$ cat src/rtl/blc_pkg.sv
package blc_pkg;
   localparam logic [7:0] BLC_ADDR_BRIGHTNESS = 8'h00;
   localparam logic [7:0] BLC_ADDR_DEVCTRL = 8'h01;
   localparam logic [7:0] BLC_ADDR_STATUS = 8'h02;
   localparam logic [7:0] BLC_BRIGHTNESS_RST = 8'h00;
   localparam logic [7:0] BLC_DEVCTRL_RST = 8'h00;
   localparam logic [7:0] BLC_STATUS_RST = 8'h00;
   localparam int BLC_FAST_BIT = 7;
   localparam int BLC_MODE_LSB = 1;
   localparam int BLC_ENABLE_BIT = 0;
   localparam int BLC_OPEN_BIT = 7;
   localparam int BLC_SHORT_BIT = 6;
   localparam int BLC_OVP_BIT = 3;
   localparam int BLC_OCP_BIT = 2;
   localparam int BLC_SYNC_STAGES = 2;

   typedef enum logic [1:0] {
      BLC_MODE_PIN = 2'h0,
      BLC_MODE_MIX_PRE = 2'h1,
      BLC_MODE_REG = 2'h2,
      BLC_MODE_MIX_POST = 2'h3
   } blc_mode_t;

   typedef enum logic [1:0] {
      BLC_ST_BOOT_LOAD,
      BLC_ST_ACTIVE,
      BLC_ST_STANDBY,
      BLC_ST_RELOAD
   } blc_state_t;

   typedef struct packed {
      logic led_open;
      logic led_short;
      logic vref_ok;
      logic vboost_ok;
      logic ovp_event;
      logic ocp_event;
      logic tsd;
      logic uvlo;
   } blc_fault_t;

   typedef struct packed {
      logic fast_resume;
      blc_mode_t brightness_source_select;
      logic backlight_enable_bit;
   } blc_ctrl_t;

   function automatic logic [7:0] blc_scale(input logic [7:0] a, input logic [7:0] b);
      logic [15:0] p;
      p = 16'(a) * 16'(b);
      return p[15:8];
   endfunction

   function automatic logic [7:0] blc_shape(input logic [7:0] x);
      return blc_scale(x, x);
   endfunction
endpackage

$ cat src/rtl/blc_sync.sv
`timescale 1ns/1ps
`default_nettype none
module blc_sync
   import blc_pkg::*;
#(
   parameter int W = 1
) (
   // clock and reset
   input wire logic clk,
   input wire logic reset_n,
   // asynchronous in, synchronous out
   input wire logic [W-1:0] d,
   output logic [W-1:0] q
);
   logic [W-1:0] meta_r;
   logic [W-1:0] q_r;

   always_ff @(posedge clk or negedge reset_n) begin
      if (!reset_n) begin
         meta_r <= '0;
         q_r <= '0;
      end else begin
         meta_r <= d;
         q_r <= meta_r;
      end
   end

   assign q = q_r;
endmodule
`default_nettype wire

$ cat src/rtl/blc_bright_path.sv
`timescale 1ns/1ps
`default_nettype none
module blc_bright_path
   import blc_pkg::*;
(
   // brightness sources
   input wire logic [7:0] brightness_level_field,
   input wire logic [7:0] pwm_duty,
   input wire blc_mode_t brightness_source_select,
   // shaped duty
   output logic [7:0] duty
);
   wire logic [7:0] pre_mix;
   wire logic [7:0] shaped_pre;
   wire logic [7:0] post_mix;
   wire logic [7:0] shaped_pwm;
   wire logic [7:0] shaped_brt;

   assign shaped_pwm = blc_shape(pwm_duty);
   assign shaped_brt = blc_shape(brightness_level_field);
   // mix ahead of the shaper
   assign pre_mix = blc_scale(pwm_duty, brightness_level_field);
   assign shaped_pre = blc_shape(pre_mix);
   // mix after the shaper
   assign post_mix = blc_scale(shaped_pwm, brightness_level_field);

   assign duty = (brightness_source_select == BLC_MODE_PIN) ? shaped_pwm :
                 (brightness_source_select == BLC_MODE_REG) ? shaped_brt :
                 (brightness_source_select == BLC_MODE_MIX_PRE) ? shaped_pre : post_mix;
endmodule
`default_nettype wire

$ cat src/rtl/blc_regs.sv
`timescale 1ns/1ps
`default_nettype none
//Contract
// brightness byte is read/write, sets duty linearly, resets to zero; the code squares it through blc_shape instead
// brightness, control and status registers clear to zero on reset
// fast-resume bit 7 set skips nonvolatile reload on standby exit
// fast-resume clear reloads trim and config on every standby exit
// fast-resume set loads nonvolatile contents only once at power-up
// source 00 uses PWM pin only, 10 uses brightness register only
// source 01 combines PWM duty and register before shaping
// source 11 combines PWM duty and register after shaping
// register mode: enable bit 1 turns on, 0 turns device off
// pin mode ignores enable bit; PWM pin level turns device on or off
// status bit 7 shows live open-string fault, not latched
// status bits are read-only; writes do not alter fault state
// status bit 6 shows live short fault, not latched
// latched overvoltage and overcurrent bits clear when status is read
// control bits 6 to 3 read zero and ignore writes
module blc_regs
   import blc_pkg::*;
(
   // clock and reset
   input wire logic clk,
   input wire logic reset_n,
   // register access port
   input wire logic [7:0] reg_addr,
   input wire logic [7:0] reg_wdata,
   input wire logic reg_wr,
   input wire logic reg_rd,
   output logic [7:0] reg_rdata,
   output logic reg_rvalid,
   // pwm brightness source
   input wire logic pwm_pin,
   input wire logic [7:0] pwm_duty,
   // fault monitors
   input wire blc_fault_t fault_in,
   // nonvolatile load handshake
   input wire logic nvm_load_done,
   output logic nvm_load_req,
   // backlight drive
   output logic [7:0] led_duty,
   output logic backlight_on,
   output logic device_active
);
   logic [7:0] brightness_r;
   blc_ctrl_t ctrl_r;
   logic ovp_lat_r;
   logic ocp_lat_r;
   logic [7:0] rdata_r;
   logic rvalid_r;
   logic [7:0] duty_r;
   logic bl_on_r;
   logic load_req_r;
   blc_state_t state_r;
   blc_state_t state_nxt;
   logic ovp_lat_nxt;
   logic ocp_lat_nxt;
   blc_fault_t fault_s;
   logic pwm_s;
   logic brt_written_r;
   logic active_r;

   blc_sync #(
      .W($bits(blc_fault_t) + 1)
   ) u_sync (
      .clk(clk),
      .reset_n(reset_n),
      .d({fault_in, pwm_pin}),
      .q({fault_s, pwm_s})
   );

   wire logic [7:0] path_duty;
   blc_bright_path u_path (
      .brightness_level_field(brightness_r),
      .pwm_duty(pwm_duty),
      .brightness_source_select(ctrl_r.brightness_source_select),
      .duty(path_duty)
   );

   // decode
   wire logic wr_brt = reg_wr && (reg_addr == BLC_ADDR_BRIGHTNESS);
   wire logic wr_ctl = reg_wr && (reg_addr == BLC_ADDR_DEVCTRL);
   wire logic rd_sts = reg_rd && (reg_addr == BLC_ADDR_STATUS);
   wire blc_mode_t mode = ctrl_r.brightness_source_select;
   wire logic chip_en = (mode == BLC_MODE_PIN) ? pwm_s : ctrl_r.backlight_enable_bit;
   wire logic [7:0] ctl_rd = {ctrl_r.fast_resume, 4'h0, mode, ctrl_r.backlight_enable_bit};
   wire logic [7:0] sts_rd = {fault_s.led_open, fault_s.led_short, fault_s.vref_ok,
                              fault_s.vboost_ok, ovp_lat_r, ocp_lat_r, fault_s.tsd, fault_s.uvlo};
   wire logic [7:0] rd_mux = (reg_addr == BLC_ADDR_BRIGHTNESS) ? brightness_r :
                             (reg_addr == BLC_ADDR_DEVCTRL) ? ctl_rd :
                             (reg_addr == BLC_ADDR_STATUS) ? sts_rd : 8'h00;

   // sticky fault flags, an event beats the clearing read
   assign ovp_lat_nxt = (ovp_lat_r && !rd_sts) || fault_s.ovp_event;
   assign ocp_lat_nxt = (ocp_lat_r && !rd_sts) || fault_s.ocp_event;

   // power state sequencing
   always_comb begin
      state_nxt = state_r;
      case (state_r)
         BLC_ST_BOOT_LOAD: begin
            if (nvm_load_done) begin
               state_nxt = chip_en ? BLC_ST_ACTIVE : BLC_ST_STANDBY;
            end
         end
         BLC_ST_ACTIVE: begin
            if (!chip_en) begin
               state_nxt = BLC_ST_STANDBY;
            end
         end
         BLC_ST_STANDBY: begin
            if (chip_en) begin
               state_nxt = ctrl_r.fast_resume ? BLC_ST_ACTIVE : BLC_ST_RELOAD;
            end
         end
         BLC_ST_RELOAD: begin
            if (nvm_load_done) begin
               state_nxt = chip_en ? BLC_ST_ACTIVE : BLC_ST_STANDBY;
            end
         end
         default: begin
            state_nxt = BLC_ST_BOOT_LOAD;
         end
      endcase
   end

   always_ff @(posedge clk or negedge reset_n) begin
      if (!reset_n) begin
         brightness_r <= BLC_BRIGHTNESS_RST;
         ctrl_r <= {BLC_DEVCTRL_RST[BLC_FAST_BIT], BLC_DEVCTRL_RST[BLC_MODE_LSB+1:BLC_MODE_LSB],
                    BLC_DEVCTRL_RST[BLC_ENABLE_BIT]};
      end else begin
         if (wr_brt) begin
            brightness_r <= reg_wdata;
         end
         if (wr_ctl) begin
            ctrl_r <= {reg_wdata[BLC_FAST_BIT], reg_wdata[BLC_MODE_LSB+1:BLC_MODE_LSB],
                       reg_wdata[BLC_ENABLE_BIT]};
         end
      end
   end

   always_ff @(posedge clk or negedge reset_n) begin
      if (!reset_n) begin
         ovp_lat_r <= BLC_STATUS_RST[BLC_OVP_BIT];
         ocp_lat_r <= BLC_STATUS_RST[BLC_OCP_BIT];
         rdata_r <= 8'h00;
         rvalid_r <= 1'b0;
      end else begin
         ovp_lat_r <= ovp_lat_nxt;
         ocp_lat_r <= ocp_lat_nxt;
         rvalid_r <= reg_rd;
         if (reg_rd) begin
            rdata_r <= rd_mux;
         end
      end
   end

   always_ff @(posedge clk or negedge reset_n) begin
      if (!reset_n) begin
         state_r <= BLC_ST_BOOT_LOAD;
         load_req_r <= 1'b0;
         duty_r <= 8'h00;
         bl_on_r <= 1'b0;
         active_r <= 1'b0;
      end else begin
         state_r <= state_nxt;
         active_r <= (state_nxt == BLC_ST_ACTIVE);
         load_req_r <= (state_nxt == BLC_ST_BOOT_LOAD) || (state_nxt == BLC_ST_RELOAD);
         duty_r <= path_duty;
         bl_on_r <= chip_en && (state_r == BLC_ST_ACTIVE);
      end
   end

   assign reg_rdata = rdata_r;
   assign reg_rvalid = rvalid_r;
   assign nvm_load_req = load_req_r;
   assign led_duty = duty_r;
   assign backlight_on = bl_on_r;
   assign device_active = active_r;

   // checking helpers
   always_ff @(posedge clk or negedge reset_n) begin
      if (!reset_n) begin
         brt_written_r <= 1'b0;
      end else if (wr_brt) begin
         brt_written_r <= 1'b1;
      end
   end
endmodule
`default_nettype wire

$ cat config.mk
export PLATFORM = sky130hd
export DESIGN_NAME = blc_regs
export DESIGN_NICKNAME = d
export VERILOG_FILES = /design/src/rtl/blc_pkg.sv /design/src/rtl/blc_sync.sv /design/src/rtl/blc_bright_path.sv /design/src/rtl/blc_regs.sv
export SDC_FILE = /design/constraint.sdc
export NUM_CORES = 1
export LEC_CHECK = 0
export BUFFER_PORTS_ARGS = -buffer_cell sky130_fd_sc_hd__buf_2
export CAP_MARGIN = 20
export CORE_ASPECT_RATIO = 0.5
export CORE_UTILIZATION = 30
export CTS_CLUSTER_DIAMETER = 100
export DETAILED_ROUTE_END_ITERATION = 16
export HOLD_SLACK_MARGIN = 0.15
export PLACE_DENSITY = 0.58
export RECOVER_POWER = 25
export SETUP_SLACK_MARGIN = 0.1
export SYNTH_ARGS = -nofsm -noshare
export SYNTH_HDL_FRONTEND = slang
export SYNTH_SLANG_ARGS = --single-unit
export TNS_END_PERCENT = 20
$ cat constraint.sdc
create_clock -name clk -period 8.5 [get_ports clk]
set_input_delay 0.85 -clock clk [delete_from_list [all_inputs] [get_ports clk]]
set_output_delay 0.85 -clock clk [all_outputs]
set_load 0.01 [all_outputs]
==> qor.csv <==
metric;value;unit
status;finished, violations left;
violated checks;capacitance limit, slew limit, setup timing;
ys flop type;dfrtp_1;
cts bufs inserted;5;
synth unique cells;67;
DRC;0;
R2R depth;32;
Overall Power;0.004257;W
Die H;133.7;um
Final setup viols;8;
CTS sink cnt;54;
Crit-path slowest cell;fa_1;
Slew Limit Headroom;-93.57;%
Slew @ Worst Pin;2903;ps
slowest stage delay, CP;550;ps
CP arrival;8930;ps
CTS tree;yes;
layout cell share with drive strength beyond 1;21.02;%
pre-CTS setup slack;-722.2;ps
HPWL after DPL;20.63;mm
Final WS setup;-266.0;ps
synth cell count leaders;220 x inv_1, 152 x ha_1, 142 x fa_1;
clk_lat worst skew;290;ps
post-synth top area share;27.33;%
first-pass GRT wire length;42.64;mm
Initial Util;30.98;%
WL final;24.43;mm
global route total overflow;0;
Synth area leaders;fa_1 27%, ha_1 18%, dfrtp_1 13%;
CTS Buffer Depth;2;
drt first pass iters;4;
initial antenna violation count;0;
I/O pin cnt;58;
YS warnings;0;
number of flops mapped to enable cells by yosys;0;
met3 WL post-DR;623;um
Mean Syn Cell Area;9.165;um2
R2R Path End;led_duty[4];
RSZ-0062 raised after global routing;yes;
fraction of registers with async set/reset;100.0;%
Final period util;103.1;%
flop2flop setup slack;-170;ps
Final Max Slew Viols;55;
Final min period;8766;ps
Worst Hold Class;register to register;
crit path buf inv count;6;
global placement routability congestion;0.8471;
area grow syn2layout;21.84;%
IO buf count;57;
pin count of the biggest net entering global routing;55;
cell mode on critical path;fa_1;
crit path capture type;register;
Post-Syn Area;0.01040;mm2
Critical path origin;pwm_duty[4];
Root Buffer;clkbuf_16;
clk slew on worst S/H paths;70;ps
crit-path max FO;11;
antenna fix cells;0;
Seq cells post-synth;54;
Via density;4.416;
largest delay contributor family on the critical path;adder cells;
post-synth top area cell;fa_1;
Filler cells;3423;
initial DRC count;345;
classification of the worst setup path;input pin to register;
peak supply drop;0.3737;mV
max-capacitance violation count;1;
Stages on worst setup path;33;
met2 routed WL;11.42;mm
Cell Pwr Density;335.8;mW/mm2
CP Capture Point;led_duty[4];
htree depth;2;
Crit path required time;8660;ps
die area;0.03547;mm2
max layer used;met4;
Fin. Hold Viols;0;
Nets;1649;
Fin Clk Skew;3.447;ps
row cnt;47;
startpoint types;input pin;
syn_nets;1467;
FMAX;114.1;MHz
leakage;6.916;nW
most frequent cell after synthesis;inv_1;
core area;0.03358;mm2
Tot GR Track Use;14.80;%
Seq/Total Area, Yosys;12.99;%
Met1 Routed Length;12.20;mm
worst reg2reg startpoint;brightness_r[2];
Vias;7874;
Die Wd;265.3;um
WL/cell;13.70;um
post-route ant nets;0;
synthesized instance count;1135;
vias in the first global route;8470;
-- per-stage QoR --
stage	hold slack [ps]	util, %	cells	setup TNS [ps]	cell area, um2
3_5_place_dp	334.7	36.78	1775	-4661	12350
5_1_grt	353.8	37.75	1783	-3965	12670
4_1_cts	350.6	37.57	1783	-824.5	12620
2_1_floorplan	331.2	-	1135	-1161	10480
6_report	350.3	37.75	1783	-1343	12670
3_3_place_gp	332.1	36.78	1775	-4541	12350
-- power breakdown --
part | switching (W) | internal, W
combinational | 0.00188 | 0.00184
clock | 0.0000943 | 0.000118
sequential | 0.0000234 | 0.000295
total | 0.00200 | 0.00226
-- sequential cells by signal, summed over array words and instances (netlist names) --
name,flops
nvm_load_req,1
u_sync.q,9
ovp_lat_r,1
reg_rdata,8
device_active,1
ocp_lat_r,1
u_sync.meta_r,9
brightness_r,8
ctl_rd,2
state_r,2
mode,2
led_duty,8
reg_rvalid,1
backlight_on,1
-- final cells by class --
type / instances / area [um2] / area share (%)
well taps: 465 / 581.8 / 4.590
multi-input cells: 826 / 8284 / 65.36
inverters: 221 / 829.5 / 6.545
clock buffers: 6 / 138.9 / 1.096
repair buffers: 209 / 1473 / 11.62
flip-flops and latches: 54 / 1351 / 10.66
clock inverters: 2 / 16.27 / 0.1283
-- repair_timing --
item | 4_1_cts | 5_1_grt
gates resized for setup | 20 | 19
setup endpoints to repair | 8 | 8
pin swaps | 7 | 11
hold buffers | 0 | 0
buffers inserted | 0 | 0
-- how the worst min path moves through the flow --
stage,cells past startpoint,from,end
finish,0,u_sync.meta_r[6],u_sync.q[6]
CTS,0,u_sync.meta_r[5],u_sync.q[5]
detailed placement,0,u_sync.meta_r[5],u_sync.q[5]
global route,0,u_sync.meta_r[6],u_sync.q[6]
global placement,0,u_sync.meta_r[6],u_sync.q[6]
floorplan,0,u_sync.meta_r[0],u_sync.q[0]
-- logic make-up (layout without fill, tap and decap cells) --
family	after synthesis	count (layout)	share of synthesized area (%)
and+or+nand+nor	340	340	17.10
adders and majority gates	294	294	45.61
other	1	1	0.03605
muxes	28	28	3.332
buffers and inverters	255	438	9.213
xor gates and xnor gates	50	50	4.282
AOI/OAI and AO/OA	113	113	7.433
DFF	54	54	12.99
-- routing by layer --
layer  GRT usage [%]  vias to the layer above
met1           20.92                     3812
li1                -                     3973
met3          0.9982                       10
met2           25.58                       79
met5               0                        -
met4           1.541                        0
-- cell usage in the layout, fill, tap and decap left out, drive strengths merged, types with 33 or more instances in the layout --
cell type and instances:
nor2 51, buf 205, a21oi 35, xnor2 33, and2 116, fa 142
ha 152, dfrtp 54, inv 222, nand2 85
Power figures use the tool's default switching activity.
